==> src/inc/meter_mode_pkg.sv <==
// constants, types and field layouts of the metering mode register bank
// ---------------------------------------------------------------------
// Overview of operation
// - 16-bit read/write reactive pulse scaling numerator, reset value zero.
// - numerator bits 15,14,13 flag reverse reactive power for phases A,B,C.
// - 12-bit read/write reactive pulse scaling denominator, reset value 3F hex.
// - read-only checksum holds the count of ones in the last register read other than itself.
// - mode bit 0 bypasses current high-pass filters, bit 1 low-pass; both reset zero.
// - mode bit 2, set after reset, disables both pulse-frequency outputs.
// - converter field bits 3 to 5 at zero means normal operation.
// - code 100 swaps voltage and current input routing.
// - code 001 powers off current converters only.
// - code 101 powers off current converters, routes current inputs to voltage paths.
// - code 010 powers off voltage converters only.
// - one code powers off voltage converters, routes voltage inputs to current paths.
// - code 011 puts the whole device to sleep.
// - code 111 puts the device into power-down.
// - writing one to mode bit 6 resets mode, numerator and denominator but not the checksum; host waits 18 us after.
// ---------------------------------------------------------------------
package meter_mode_pkg;
  localparam logic [6:0] ADDR_OPERATING_MODE_CONTROL = 7'h13;
  localparam logic [6:0] ADDR_NUM = 7'h47;
  localparam logic [6:0] ADDR_DEN = 7'h48;
  localparam logic [6:0] ADDR_ONES = 7'h7E;
  localparam logic [6:0] ADDR_REV = 7'h7F;
  localparam logic [7:0] OPERATING_MODE_CONTROL_RST = 8'h04;
  localparam logic [15:0] NUM_RST = 16'h0000;
  localparam logic [11:0] DEN_RST = 12'h03F;
  // die revision value is arbitrary
  localparam logic [7:0] DIE_REV = 8'h01;
  localparam int HPF_BIT = 0;
  localparam int LPF_BIT = 1;
  localparam int PULSE_OFF_BIT = 2;
  localparam int CONV_LSB = 3;
  localparam int SOFT_RST_BIT = 6;
  localparam int NUM_PHA_BIT = 15;
  localparam int NUM_PHB_BIT = 14;
  localparam int NUM_PHC_BIT = 13;
  localparam logic [2:0] CONV_NORMAL = 3'h0;
  localparam logic [2:0] CONV_SWAP = 3'h4;
  localparam logic [2:0] CONV_I_OFF = 3'h1;
  localparam logic [2:0] CONV_I_OFF_RD = 3'h5;
  localparam logic [2:0] CONV_V_OFF = 3'h2;
  localparam logic [2:0] CONV_V_OFF_RD = 3'h6;
  localparam logic [2:0] CONV_SLEEP = 3'h3;
  localparam logic [2:0] CONV_PDOWN = 3'h7;
  // soft reset hold time and its cycle count at 100 MHz
  localparam int SOFT_RST_US = 18;
  localparam int CLK_MHZ = 100;
  localparam int SOFT_RST_CYC = SOFT_RST_US * CLK_MHZ;
  localparam int CNT_W = 11;

  typedef struct packed {
    logic hp_bypass;
    logic lp_bypass;
    logic pulse_off;
    logic i_conv_off;
    logic v_conv_off;
    logic route_v_to_i;
    logic route_i_to_v;
    logic sleep;
    logic power_down;
  } ctrl_type;

  typedef struct packed {
    logic sclk;
    logic cs_n;
    logic din;
  } spi_in_type;

  typedef enum logic [3:0] {
    ST_IDLE = 4'b0001,
    ST_ADDR = 4'b0010,
    ST_DATA = 4'b0100,
    ST_DONE = 4'b1000
  } spi_state_type;
endpackage

==> src/rtl/meter_mode_regs.sv <==
// operating mode and reactive pulse scaling registers behind the serial port
module meter_mode_regs
  import meter_mode_pkg::*;
(
  // clock and reset
  input wire logic CORE_CLK_IN,
  input wire logic ARST_N_IN,
  // serial port
  input wire logic SCLK_IN,
  input wire logic CS_N_IN,
  input wire logic DIN_IN,
  output logic DOUT_OUT,
  output logic DOUT_OE_N_OUT,
  // datapath controls
  output ctrl_type CTRL_OUT,
  output logic [15:0] NUM_OUT,
  output logic [11:0] DEN_OUT,
  output logic [2:0] REV_POL_OUT,
  output logic SOFT_RST_BUSY_OUT
);
  // ---------------------------------------------------------------------
  // reset release and pin synchronisers
  // ---------------------------------------------------------------------
  logic rst_m_r;
  logic rst_s_r;
  logic rst_n;
  spi_in_type pins;

  always_ff @(posedge CORE_CLK_IN or negedge ARST_N_IN) begin
    if (!ARST_N_IN) begin
      rst_m_r <= 1'b0;
      rst_s_r <= 1'b0;
    end else begin
      rst_m_r <= 1'b1;
      rst_s_r <= rst_m_r;
    end
  end
  assign rst_n = rst_s_r;

  // serial clock and chip select idle high
  sync_two_ff #(.RST_VAL(1'b1)) u_sync_sclk (.clk_in(CORE_CLK_IN), .rst_n_in(rst_n), .d_in(SCLK_IN),
    .q_out(pins.sclk));
  sync_two_ff #(.RST_VAL(1'b1)) u_sync_cs (.clk_in(CORE_CLK_IN), .rst_n_in(rst_n), .d_in(CS_N_IN),
    .q_out(pins.cs_n));
  sync_two_ff u_sync_din (.clk_in(CORE_CLK_IN), .rst_n_in(rst_n), .d_in(DIN_IN), .q_out(pins.din));

  // ---------------------------------------------------------------------
  // edge detection
  // ---------------------------------------------------------------------
  logic sclk_d_r;
  logic rise;
  logic fall;
  logic active;

  always_ff @(posedge CORE_CLK_IN or negedge rst_n) begin
    if (!rst_n) sclk_d_r <= 1'b1;
    else sclk_d_r <= pins.sclk;
  end
  assign rise = pins.sclk & ~sclk_d_r;
  assign fall = ~pins.sclk & sclk_d_r;
  assign active = ~pins.cs_n;

  // ---------------------------------------------------------------------
  // serial frame: header byte (bit7 write, bits 6:0 address), then data MSB first
  // ---------------------------------------------------------------------
  spi_state_type state_r;
  spi_state_type state_nxt;
  logic [2:0] hbit_r;
  logic [4:0] dbit_r;
  logic [7:0] hdr_r;
  logic [15:0] shin_r;
  logic [15:0] shout_r;
  logic soft_busy_r;
  logic [CNT_W-1:0] busy_cnt_r;
  logic is_write;
  logic [6:0] addr;
  logic [4:0] dlen;
  logic [15:0] rd_data;
  logic hdr_last;
  logic data_last;
  logic wr_strobe;
  logic rd_strobe;

  assign is_write = hdr_r[7];
  assign addr = hdr_r[6:0];
  assign hdr_last = (state_r == ST_ADDR) && rise && (hbit_r == 3'h7);
  assign data_last = (state_r == ST_DATA) && rise && (dbit_r == dlen - 5'h01);
  assign wr_strobe = data_last && is_write;
  assign rd_strobe = hdr_last && !hdr_r[6];

  // access width by address; unmapped reads return zero, unmapped writes ignored
  logic [6:0] next_addr;
  assign next_addr = {hdr_r[5:0], pins.din};
  assign dlen = (addr == ADDR_NUM) ? 5'd16 : (addr == ADDR_DEN) ? 5'd16 : 5'd8;

  always_comb begin
    state_nxt = state_r;
    case (state_r)
      ST_IDLE: if (active && !soft_busy_r) state_nxt = ST_ADDR;
      ST_ADDR: if (hdr_last) state_nxt = ST_DATA;
      ST_DATA: if (data_last) state_nxt = ST_DONE;
      ST_DONE: state_nxt = ST_DONE;
      default: state_nxt = ST_IDLE;
    endcase
    if (!active) state_nxt = ST_IDLE;
  end

  always_ff @(posedge CORE_CLK_IN or negedge rst_n) begin
    if (!rst_n) state_r <= ST_IDLE;
    else state_r <= state_nxt;
  end

  always_ff @(posedge CORE_CLK_IN or negedge rst_n) begin
    if (!rst_n) begin
      hbit_r <= 3'h0;
      dbit_r <= 5'h00;
      hdr_r <= 8'h00;
      shin_r <= 16'h0000;
    end else if (state_r == ST_IDLE) begin
      hbit_r <= 3'h0;
      dbit_r <= 5'h00;
    end else if (rise && state_r == ST_ADDR) begin
      hdr_r <= {hdr_r[6:0], pins.din};
      hbit_r <= hbit_r + 3'h1;
    end else if (rise && state_r == ST_DATA) begin
      shin_r <= {shin_r[14:0], pins.din};
      dbit_r <= dbit_r + 5'h01;
    end
  end

  // ---------------------------------------------------------------------
  // registers
  // ---------------------------------------------------------------------
  logic [7:0] operating_mode_control_r;
  logic [15:0] num_r;
  logic [11:0] den_r;
  logic [7:0] ones_r;
  logic [15:0] wdata;
  logic soft_rst;

  assign wdata = {shin_r[14:0], pins.din};
  assign soft_rst = wr_strobe && (addr == ADDR_OPERATING_MODE_CONTROL) && wdata[SOFT_RST_BIT];

  always_ff @(posedge CORE_CLK_IN or negedge rst_n) begin
    if (!rst_n) begin
      operating_mode_control_r <= OPERATING_MODE_CONTROL_RST;
      num_r <= NUM_RST;
      den_r <= DEN_RST;
    end else if (soft_rst) begin
      operating_mode_control_r <= OPERATING_MODE_CONTROL_RST;
      num_r <= NUM_RST;
      den_r <= DEN_RST;
    end else if (wr_strobe) begin
      if (addr == ADDR_OPERATING_MODE_CONTROL) operating_mode_control_r <= {1'b0, wdata[6:0] & 7'h3F};
      if (addr == ADDR_NUM) num_r <= wdata;
      if (addr == ADDR_DEN) den_r <= wdata[11:0];
    end
  end

  // read mux and ones count of the word being read
  always_comb begin
    case (next_addr)
      ADDR_OPERATING_MODE_CONTROL: rd_data = {operating_mode_control_r, 8'h00};
      ADDR_NUM: rd_data = num_r;
      ADDR_DEN: rd_data = {4'h0, den_r};
      ADDR_ONES: rd_data = {ones_r, 8'h00};
      ADDR_REV: rd_data = {DIE_REV, 8'h00};
      default: rd_data = 16'h0000;
    endcase
  end
  logic [7:0] ones_nxt;
  always_comb begin
    ones_nxt = 8'h00;
    for (int i = 0; i < 16; i++) ones_nxt = ones_nxt + {7'h00, rd_data[i]};
  end

  always_ff @(posedge CORE_CLK_IN or negedge rst_n) begin
    if (!rst_n) begin
      ones_r <= 8'h00;
      shout_r <= 16'h0000;
    end else if (rd_strobe) begin
      if (next_addr != ADDR_ONES) ones_r <= ones_nxt;
      shout_r <= rd_data;
    end else if (fall && state_r == ST_DATA) begin
      shout_r <= {shout_r[14:0], 1'b0};
    end
  end

  // ---------------------------------------------------------------------
  // soft reset hold-off: frames refused while counting
  // ---------------------------------------------------------------------
  always_ff @(posedge CORE_CLK_IN or negedge rst_n) begin
    if (!rst_n) begin
      soft_busy_r <= 1'b0;
      busy_cnt_r <= '0;
    end else if (soft_rst) begin
      soft_busy_r <= 1'b1;
      busy_cnt_r <= CNT_W'(SOFT_RST_CYC - 1);
    end else if (soft_busy_r) begin
      if (busy_cnt_r == '0) soft_busy_r <= 1'b0;
      else busy_cnt_r <= busy_cnt_r - 1'b1;
    end
  end

  // ---------------------------------------------------------------------
  // decode of mode bits into datapath controls
  // ---------------------------------------------------------------------
  logic [2:0] conv;
  ctrl_type ctrl;
  assign conv = operating_mode_control_r[CONV_LSB +: 3];
  assign ctrl.hp_bypass = operating_mode_control_r[HPF_BIT];
  assign ctrl.lp_bypass = operating_mode_control_r[LPF_BIT];
  assign ctrl.pulse_off = operating_mode_control_r[PULSE_OFF_BIT];
  assign ctrl.i_conv_off = (conv == CONV_I_OFF) || (conv == CONV_I_OFF_RD);
  assign ctrl.v_conv_off = (conv == CONV_V_OFF) || (conv == CONV_V_OFF_RD);
  assign ctrl.route_v_to_i = (conv == CONV_SWAP) || (conv == CONV_V_OFF_RD);
  assign ctrl.route_i_to_v = (conv == CONV_SWAP) || (conv == CONV_I_OFF_RD);
  assign ctrl.sleep = (conv == CONV_SLEEP);
  assign ctrl.power_down = (conv == CONV_PDOWN);

  // ---------------------------------------------------------------------
  // output flops
  // ---------------------------------------------------------------------
  always_ff @(posedge CORE_CLK_IN or negedge rst_n) begin
    if (!rst_n) begin
      CTRL_OUT <= '0;
      NUM_OUT <= NUM_RST;
      DEN_OUT <= DEN_RST;
      REV_POL_OUT <= 3'h0;
      SOFT_RST_BUSY_OUT <= 1'b0;
      DOUT_OUT <= 1'b0;
      DOUT_OE_N_OUT <= 1'b1;
    end else begin
      CTRL_OUT <= ctrl;
      NUM_OUT <= num_r;
      DEN_OUT <= den_r;
      REV_POL_OUT <= {num_r[NUM_PHA_BIT], num_r[NUM_PHB_BIT], num_r[NUM_PHC_BIT]};
      SOFT_RST_BUSY_OUT <= soft_busy_r;
      DOUT_OUT <= shout_r[15];
      DOUT_OE_N_OUT <= !((state_r == ST_DATA) && !is_write);
    end
  end
endmodule

==> src/rtl/sync_two_ff.sv <==
// two-flop synchroniser for one pin input
module sync_two_ff #(
  // reset value matches the pin's idle level, so no false edge follows reset
  parameter logic RST_VAL = 1'b0
) (
  input wire logic clk_in,
  input wire logic rst_n_in,
  input wire logic d_in,
  output logic q_out
);
  logic meta_r;

  always_ff @(posedge clk_in or negedge rst_n_in) begin
    if (!rst_n_in) begin
      meta_r <= RST_VAL;
      q_out <= RST_VAL;
    end else begin
      meta_r <= d_in;
      q_out <= meta_r;
    end
  end
endmodule

==> config.mk <==
export PLATFORM = sky130hd
export DESIGN_NAME = meter_mode_regs
export DESIGN_NICKNAME = d
export VERILOG_FILES = /design/src/inc/meter_mode_pkg.sv /design/src/rtl/meter_mode_regs.sv /design/src/rtl/sync_two_ff.sv
export SDC_FILE = /design/constraint.sdc
export NUM_CORES = 1
export LEC_CHECK = 0
export ABC_AREA = 1
export BUFFER_PORTS_ARGS = -buffer_cell sky130_fd_sc_hd__buf_2
export CAP_MARGIN = 20
export CORE_MARGIN = 3
export CORE_UTILIZATION = 45
export CTS_CLUSTER_DIAMETER = 40
export DETAILED_ROUTE_END_ITERATION = 6
export PLACE_DENSITY = 0.66
export SLEW_MARGIN = 20
export SYNTH_ARGS = -nofsm -noshare
export SYNTH_HDL_FRONTEND = slang
export SYNTH_SLANG_ARGS = --single-unit
==> constraint.sdc <==
create_clock -name CORE_CLK_IN -period 8.1 [get_ports CORE_CLK_IN]
set_input_delay 1.215 -clock CORE_CLK_IN [delete_from_list [all_inputs] [get_ports CORE_CLK_IN]]
set_output_delay 1.215 -clock CORE_CLK_IN [all_outputs]
set_load 0.1 [all_outputs]
==> results_dict.tcl, run 1 <==
set metrics [dict create \
    status "completed" \
    setup_viol 0 \
    cts_tree "built" \
    die_area_sq_um 16000 \
    synth_seq_cells 151 \
    clkSinkCount 151 \
    yosysWarnings 0 \
    worst_slew_pin_slew_ns 0.701 \
    syn_inst 681 \
    leakagePower_nw 3.82 \
    final_area_sq_um 7430 \
    path_class "flip-flop to flip-flop" \
    port-buffer-count 47 \
    cts_setup_buffers 0 \
    post-route-period-util 0.576 \
    synth_xor_area_frac 0.00671 \
    dr.pass1.iters 5 \
    ctsResizeCount 0 \
    fin_nets 754 \
    clk_pin_slew_ns 0.06 \
    postPlaceCellArea_sq_um 6870 \
    antenna_found_initial 0 \
    die_w_um 126 \
    core_sq_um 14000 \
    finalCriticalPeriod_ns 4.66 \
    dp_hpwl_mm 10.4 \
    grt-ovfl-total 0 \
    antenna_left 0 \
    synth_area_sq_um 6530 \
    syn_nets 705 \
    clock.fmax_mhz 214 \
    synth_compound_area_frac 0.0909 \
    synth_top_family_by_area "simple AND/OR/NAND/NOR gates" \
    worstPathArrival_ns 5.02 \
    yosysUniqueCellTypes 40 \
    r2r_slack_ns 3.44 \
    crit_required_ns 8.46 \
    startpoint_type "flip-flop" \
    gp_congestion 0.939 \
    mostFrequentLayoutCell "nand2_1" \
    max_slew_margin 0.529 \
    slew_viol_final 0 \
    grt_max_degree 55 \
    syn2layout_area_growth_pct 13.9 \
    cap_violations 0 \
    drtIter0Drc 408 \
    grt_setup_unrepaired "no" \
    start_util 0.465 \
    io_pins 48 \
    setup_tns_ns 0 \
    seq_area_frac_synth 0.583 \
    antennaDiodeCount 0 \
    first_global_vias 4942 \
    yosys.area_share.simple 0.204 \
    die_h_um 126 \
    worstHoldPathType "flip-flop to flip-flop" \
    place_ws_ns 3.48 \
    wire_per_inst_um 15.7 \
    synthMuxAreaShare 0 \
    htreeDepth 4 \
    final_cell_mix "nand2_1 (157), dfrtp_1 (130), inv_1 (73)" \
    grt_pass1_wl_mm 24.5 \
    num_rows 43 \
    viasPerCell 5.24 \
    timing.final.ws_setup_ns 3.44 \
    syn_avg_cell_area_sq_um 9.59 \
    power.density_nw_per_um2 222 \
    finalWirelength_mm 14.5 \
    crit_fanout 5 \
    hold_buffers 0 \
    grt.total_usage 0.194 \
    cts_made_buffers 17 \
    drive_above_1_share 0.170 \
    num_vias 4838 \
    cts_buffer_depth 2 \
    hold_viol_final 0 \
    synth_adder_area_share 0.0479 \
    drc 0 \
    ir_worst_vdd_uv 152 \
    fin_skew_ns 0.00933 \
    clk_latency_ns 0.42 \
    root_buffer "clkbuf_16" \
    finalPower_w 0.00165 \
    end_kind "flip-flop" \
]
==> cell usage after synthesis <==
cell type,n,area share
nor4_1,1,0.00096
a31o_2,1,0.0013
o21bai_1,3,0.0035
xor2_1,5,0.0067
a21oi_1,9,0.0069
o2111ai_1,3,0.0040
o211ai_2,1,0.0019
nor3_4,1,0.0025
nand2_1,157,0.090
o21ai_0,63,0.048
o211ai_1,6,0.0069
o22ai_1,7,0.0067
nand2_4,2,0.0035
o21ai_1,1,0.00077
nand3b_1,1,0.0012
nand4_1,6,0.0058
or2_2,1,0.00096
nor2_2,6,0.0058
nor2_4,2,0.0035
ha_1,9,0.017
a211oi_1,3,0.0035
nand3_1,57,0.044
buf_4,5,0.0058
buf_1,1,0.00057
clkinv_2,1,0.00077
conb_1,1,0.00057
clkbuf_1,4,0.0023
nand2_2,5,0.0048
nor2_1,57,0.033
buf_6,6,0.010
buf_2,5,0.0038
dfstp_2,20,0.081
nand3_2,2,0.0031
dfrtp_1,131,0.50
fa_1,10,0.031
a32o_1,2,0.0031
inv_1,73,0.042
a22o_1,3,0.0040
nor3_1,7,0.0054
inv_2,3,0.0017
==> layer usage <==
layer,track usage,share of wire,vias up
li1,-,-,2302
met1,0.246,0.43,2372
met2,0.318,0.49,131
met5,0,0,-
met3,0.0531,0.043,33
met4,0.0763,0.034,0
==> power breakdown <==
| part | switching, W | total, W | leakage, nW | internal, W |
|---|---|---|---|---|
| Sequential | 0.0000253 | 0.000809 | 2.02 | 0.000784 |
| Clock | 0.000301 | 0.000741 | 0.275 | 0.000440 |
| Combinational | 0.0000712 | 0.0000976 | 1.53 | 0.0000264 |
| Total | 0.000398 | 0.00165 | 3.82 | 0.00125 |
==> final timing paths <==
check	endpoint	startpoint	cells after the start
min in group asynchronous	u_sync_din.meta_r	rst_n	0
worst min register to register	rst_n	rst_m_r	0
worst max register to register	ones_r[4]	u_sync_din.q_out	17
max in group asynchronous	DEN_OUT[11]	rst_n	1
worst min-delay path	rst_n	rst_m_r	0
worst max-delay path	ones_r[4]	u_sync_din.q_out	17
==> logic make-up (layout without fill, tap and decap cells) <==
group	count (synthesis)	in the layout
simple gates	305	305
other cells	1	1
flops	151	151
fa+ha+maj	19	19
compound gates	102	102
xor+xnor	5	5
buf+inv	98	160
==> worst max-delay path: stages (launching register included) <==
cell	delay, ns
dfrtp_1	0.42
inv_1	0.15
nand2_1	0.09
nor3_1	0.59
nand2_1	0.12
o2111ai_1	0.22
fa_1	0.48
fa_1	0.51
inv_1	0.05
fa_1	0.46
fa_1	0.49
inv_1	0.07
ha_1	0.16
inv_1	0.06
fa_1	0.39
o21ai_0	0.20
nand3_1	0.09
nand2_1	0.07
==> state kept, by name, summed over array words and instances (netlist names), 6 cells and up <==
register / cells
hdr_r: 8
NUM_OUT: 14
busy_cnt_r: 11
shout_r: 16
shin_r: 15
DEN_OUT: 12
CTRL_OUT: 9
operating_mode_control_r: 6
den_r: 12
num_r: 16
==> cell type report <==
| cell class | count | area (sq um) |
|---|---|---|
| Inverter | 77 | 290 |
| Clock buffer | 22 | 464 |
| Multi-Input combinational cell | 432 | 2280 |
| Fill cell | 1230 | 6610 |
| Timing Repair Buffer | 51 | 265 |
| Tap cell | 180 | 225 |
| Clock inverter | 10 | 96.3 |
| Sequential cell | 151 | 3810 |
==> per-stage QoR <==
step           hold WS, ns  cells  utilization
6_report             0.354    923        0.529
5_1_grt              0.360    923        0.529
4_1_cts              0.357    923        0.529
3_5_place_dp         0.344    891        0.489
3_3_place_gp         0.342    891        0.489
2_1_floorplan        0.331    681            -
Power figures use the tool's default switching activity.
==> inputs of run 2 (changes only) <==
==> constraint.sdc (replaced) <==
create_clock -name CORE_CLK_IN -period 4.4 [get_ports CORE_CLK_IN]
set_input_delay 0.66 -clock CORE_CLK_IN [delete_from_list [all_inputs] [get_ports CORE_CLK_IN]]
set_output_delay 0.66 -clock CORE_CLK_IN [all_outputs]
set_load 0.1 [all_outputs]
==> results_dict.tcl, run 2 (synthesized netlist as in run 1, its figures left out) <==
set metrics [dict create \
    antennaDiodeCount 0 \
    viasPerCell 5.22 \
    end_kind "flip-flop" \
    clk_pin_slew_ns 0.06 \
    cts_made_buffers 17 \
    drc 0 \
    crit_fanout 7 \
    dp_hpwl_mm 10.3 \
    num_vias 4894 \
    postPlaceCellArea_sq_um 6920 \
    critPathLaunch "hdr_r[3]" \
    crit_required_ns 4.71 \
    rr_endpoint "ones_r[1]" \
    dr.pass1.iters 5 \
    start_util 0.465 \
    worst_slew_pin_slew_ns 0.801 \
    power.density_nw_per_um2 413 \
    cts_tree "built" \
    syn2layout_area_growth_pct 17.5 \
    grt.total_usage 0.193 \
    fill_cells 1196 \
    gp_congestion 0.909 \
    setup_viol 0 \
    core_sq_um 14000 \
    max_slew_margin 0.466 \
    r2r_cells 16 \
    slew_viol_final 0 \
    io_pins 48 \
    post-route-period-util 0.947 \
    antenna_found_initial 0 \
    finalWirelength_mm 14.5 \
    worstPathArrival_ns 4.47 \
    cts_buffer_depth 2 \
    path_class "flip-flop to flip-flop" \
    htreeDepth 4 \
    port-buffer-count 47 \
    finalCriticalPeriod_ns 4.17 \
    reg_top3 "num_r (16), shout_r (16), shin_r (15)" \
    crit_end "ones_r[1]" \
    timing.hold.ws_ns 0.337 \
    die_area_sq_um 16000 \
    clock.fmax_mhz 240 \
    r2r_slack_ns 0.23 \
    first_global_vias 4905 \
    ir_worst_vdd_uv 280 \
    grt_max_degree 88 \
    final_cell_mix "nand2_1 (154), dfrtp_1 (130), inv_1 (71)" \
    fin_nets 768 \
    num_rows 43 \
    hold_viol_final 0 \
    grt-ovfl-total 0 \
    leakagePower_nw 3.95 \
    startpoint_type "flip-flop" \
    grt_pass1_wl_mm 24.4 \
    mostFrequentLayoutCell "nand2_1" \
    timing.rr.start "hdr_r[3]" \
    antenna_left 0 \
    clk_latency_ns 0.42 \
    root_buffer "clkbuf_16" \
    status "completed" \
    die_w_um 126 \
    drive_above_1_share 0.202 \
    final_area_sq_um 7670 \
    drtIter0Drc 421 \
    fin_skew_ns 0.00860 \
    wire_per_inst_um 15.5 \
    clkSinkCount 151 \
    die_h_um 126 \
    cap_violations 0 \
    worstHoldPathType "input port to flip-flop" \
]
run 2: cell types whose count changed in the layout (fill, tap and decap cells not counted), moves of 3 or more:
cell	previous run	this run
buf_4	4	15
o21ai_0	63	57
o21ai_1	1	6
inv_6	2	6
clkinv_2	4	1
nand2_1	157	154
run 2: area by class of cell:
type / count / area (sq um) / area share
multi-input combinational: 432 / 2350 / 0.306
sequential: 151 / 3810 / 0.496
timing repair buffer: 65 / 389 / 0.0507
clock buffer: 20 / 437 / 0.0569
inverter: 77 / 295 / 0.0385
tap: 180 / 225 / 0.0294
clock inverter: 12 / 166 / 0.0217
run 2: worst min-delay path by stage:
| stage | startpoint | endpoint | slack (ns) | cells after the start |
|---|---|---|---|---|
| 6_report | SCLK_IN | u_sync_sclk.meta_r | 0.34 | 1 |
| 5_1_grt | CS_N_IN | u_sync_cs.meta_r | 0.32 | 1 |
| 4_1_cts | CS_N_IN | u_sync_cs.meta_r | 0.32 | 1 |
| 3_5_place_dp | rst_m_r | rst_n | 0.34 | 0 |
| 3_3_place_gp | rst_m_r | rst_n | 0.34 | 0 |
| 2_1_floorplan | rst_m_r | rst_n | 0.33 | 0 |
run 2: through the flow:
stage	total power, W	setup slack (ns)	setup TNS [ns]	instances	util
5_1_grt	0.00329	-0.0445	-0.0808	937	0.546
3_5_place_dp	0.00170	-0.0453	-0.0570	896	0.493
4_1_cts	0.00319	0.00647	0	929	0.537
3_3_place_gp	0.00169	0.125	0	896	0.493
2_1_floorplan	0.00165	0.148	0	681	-
6_report	0.00317	0.232	0	937	0.546
run 2: what timing repair did:
action | 4_1_cts | 5_1_grt
endpoints found under the setup margin | 2 | 4
hold buffers | 1 | 0
pin swaps | 1 | 11
buffers inserted | 0 | 8
gates resized for setup | 2 | 24
hold endpoints to repair | 2 | 0
run 2: worst max-delay path: stages, from the launching register on:
cell and delay [ns]:
dfrtp_1 0.38, buf_4 0.14, nor3_4 0.26, nand2_4 0.13, inv_6 0.09, nand2_1 0.06, o2111ai_2 0.10, fa_1 0.48
fa_1 0.51, inv_1 0.05, fa_1 0.55, fa_1 0.41, inv_1 0.08, ha_2 0.17, inv_1 0.05, fa_2 0.51
o21ai_1 0.06
run 2: layer usage:
metal | global-route usage | wire, um | up-vias
met1 | 0.252 | 6300 | 2397
met2 | 0.310 | 7200 | 143
li1 | - | - | 2328
met4 | 0.0738 | 300 | 0
met3 | 0.0505 | 726 | 26
met5 | 0 | 0 | -
run 2: power breakdown:
group          total (W)  internal (W)  switching (W)
clock network    0.00149      0.000902       0.000585
registers        0.00149       0.00144      0.0000482
logic           0.000188     0.0000532       0.000135
total            0.00317       0.00240       0.000768
==> inputs of run 3 (changes only) <==
--- a/config.mk
+++ b/config.mk
@@ -6,7 +6,7 @@
 export NUM_CORES = 1
 export LEC_CHECK = 0
 export ABC_AREA = 1
-export BUFFER_PORTS_ARGS = -buffer_cell sky130_fd_sc_hd__buf_2
+export BUFFER_PORTS_ARGS = -buffer_cell sky130_fd_sc_hd__clkbuf_2
 export CAP_MARGIN = 20
 export CORE_MARGIN = 3
 export CORE_UTILIZATION = 45
==> results_dict.tcl, run 3 (synthesized netlist as in run 1, its figures left out) <==
set metrics [dict create \
    htreeDepth 4 \
    clock.fmax_mhz 233 \
    crit_fanout 6 \
    switchingPower_w 0.000786 \
    clk_latency_ns 0.43 \
    pwr-share-seq 0.451 \
    crit_chain "nand2_2 > nor3_4 > nand2_2 > inv_2 > buf_6 > buf_2 > nand2_1 > o2111ai_2 > fa_1 > inv_1 > fa_1 > fa_2 > fa_2 > inv_2 > ha_4 > inv_2 > fa_2 > xor2_1 > o21ai_1" \
    grt_pass1_wl_mm 24.7 \
    dr.pass1.iters 5 \
    power.internal_w 0.00252 \
    port-buffer-count 47 \
    grt.total_usage 0.195 \
    drc 0 \
    core_sq_um 14000 \
    drive_above_1_share 0.240 \
    io_pins 48 \
    cts_made_buffers 17 \
    power.density_nw_per_um2 420 \
    wire_per_inst_um 16.1 \
    syn2layout_area_growth_pct 20.5 \
    die_w_um 126 \
    end_kind "flip-flop" \
    grt.busiest_layer "met2" \
    use_met2 0.324 \
    grtUsageMet3 0.0484 \
    hold_viol_final 0 \
    drtIter0Drc 383 \
    ir_worst_vdd_uv 327 \
    path_class "flip-flop to flip-flop" \
    critPathSlowestCell "fa_1" \
    mostFrequentLayoutCell "nand2_1" \
    antenna_left 0 \
    startpoint_type "flip-flop" \
    slew_viol_final 0 \
    finalCriticalPeriod_ns 4.28 \
    clkSinkCount 151 \
    use_met1 0.250 \
    crit_family "adder cells" \
    antennaDiodeCount 0 \
    reg_top3 "num_r (16), shout_r (16), shin_r (15)" \
    timing.hold.ws_ns 0.278 \
    p_sw_frac 0.238 \
    clk_pin_slew_ns 0.06 \
    post-route-period-util 0.973 \
    start_util 0.465 \
    gp_congestion 0.971 \
    num_vias 4968 \
    cap_violations 0 \
    crit_required_ns 4.75 \
    worst_slew_pin_slew_ns 0.667 \
    num_rows 43 \
    first_global_vias 4919 \
    pwr-share-comb 0.063 \
    fin_nets 778 \
    leakagePower_nw 3.98 \
    root_buffer "clkbuf_16" \
    setup_viol 0 \
    fin_skew_ns 0.00793 \
    max_stage_delay_ns 0.56 \
    antenna_found_initial 0 \
    finalWirelength_mm 15.3 \
    clock_power_share 0.486 \
    dp_hpwl_mm 10.5 \
    viasPerCell 5.25 \
    grt-ovfl-total 0 \
    worstHoldPathType "flip-flop to asynchronous set/reset pin" \
    final_cell_mix "nand2_1 (150), dfrtp_1 (128), inv_1 (66)" \
    status "completed" \
    path_buf_inv 6 \
    setup_tns_ns 0 \
    worstPathArrival_ns 4.63 \
    grt_max_degree 87 \
    die_h_um 126 \
    cts_tree "built" \
    max_slew_margin 0.555 \
    cts_buffer_depth 2 \
    die_area_sq_um 16000 \
]
run 3: area by class of cell:
| type | count | area (sq um) |
|---|---|---|
| Clock inverter | 14 | 221 |
| Tap cell | 180 | 225 |
| Inverter | 77 | 293 |
| Multi-Input combinational cell | 432 | 2400 |
| Clock buffer | 18 | 429 |
| Fill cell | 1216 | 6180 |
| Timing Repair Buffer | 75 | 485 |
| Sequential cell | 151 | 3810 |
run 3: layer usage:
layer / vias up / wire length [um]
met4: 0 / 323
li1: 2350 / -
met2: 140 / 7750
met5: - / 0
met1: 2453 / 6460
met3: 25 / 722
run 3: timing repair:
| item | in CTS | in global routing |
|---|---|---|
| hold buffers | 1 | 0 |
| gates cloned | 0 | 0 |
| endpoints found under the hold margin | 2 | 0 |
| gates resized for setup | 2 | 45 |
| pin swaps | 0 | 13 |
| setup endpoints to repair | 4 | 4 |
| setup buffers | 0 | 17 |
run 3: worst paths after layout:
check,endpoint,cells after the start,from,slack [ns]
setup / recovery,ones_r[2],19,u_sync_din.q_out,0.12
hold / removal,CTRL_OUT[5],0,rst_n,0.28
setup reg to reg,ones_r[2],19,u_sync_din.q_out,0.12
hold reg to reg,CTRL_OUT[5],0,rst_n,0.28
max in group asynchronous,DEN_OUT[0],1,rst_n,3.39
min in group CORE_CLK_IN,u_sync_cs.meta_r,1,CS_N_IN,0.32
run 3: power groups by stage:
| stage | Clock [W] | Sequential [W] | Combinational [W] |
|---|---|---|---|
| final | 0.00161 | 0.00149 | 0.000208 |
| after global routing | 0.00169 | 0.00149 | 0.000231 |
| after CTS | 0.00162 | 0.00149 | 0.000180 |
| after detailed placement | 0 | 0.00152 | 0.000179 |
| after global placement | 0 | 0.00152 | 0.000172 |
| after floorplan | 0 | 0.00154 | 0.000105 |
run 3: stage by stage:
stage | power, W | cells | setup slack [ns] | cell area (sq um) | util
4_1_cts | 0.00330 | 929 | 0.0292 | 7580 | 0.540
5_1_grt | 0.00342 | 947 | -0.0566 | 7870 | 0.560
2_1_floorplan | 0.00165 | 681 | 0.148 | 6530 | -
6_report | 0.00330 | 947 | 0.117 | 7870 | 0.560
3_3_place_gp | 0.00169 | 896 | 0.129 | 6920 | 0.493
3_5_place_dp | 0.00170 | 896 | -0.0177 | 6920 | 0.493
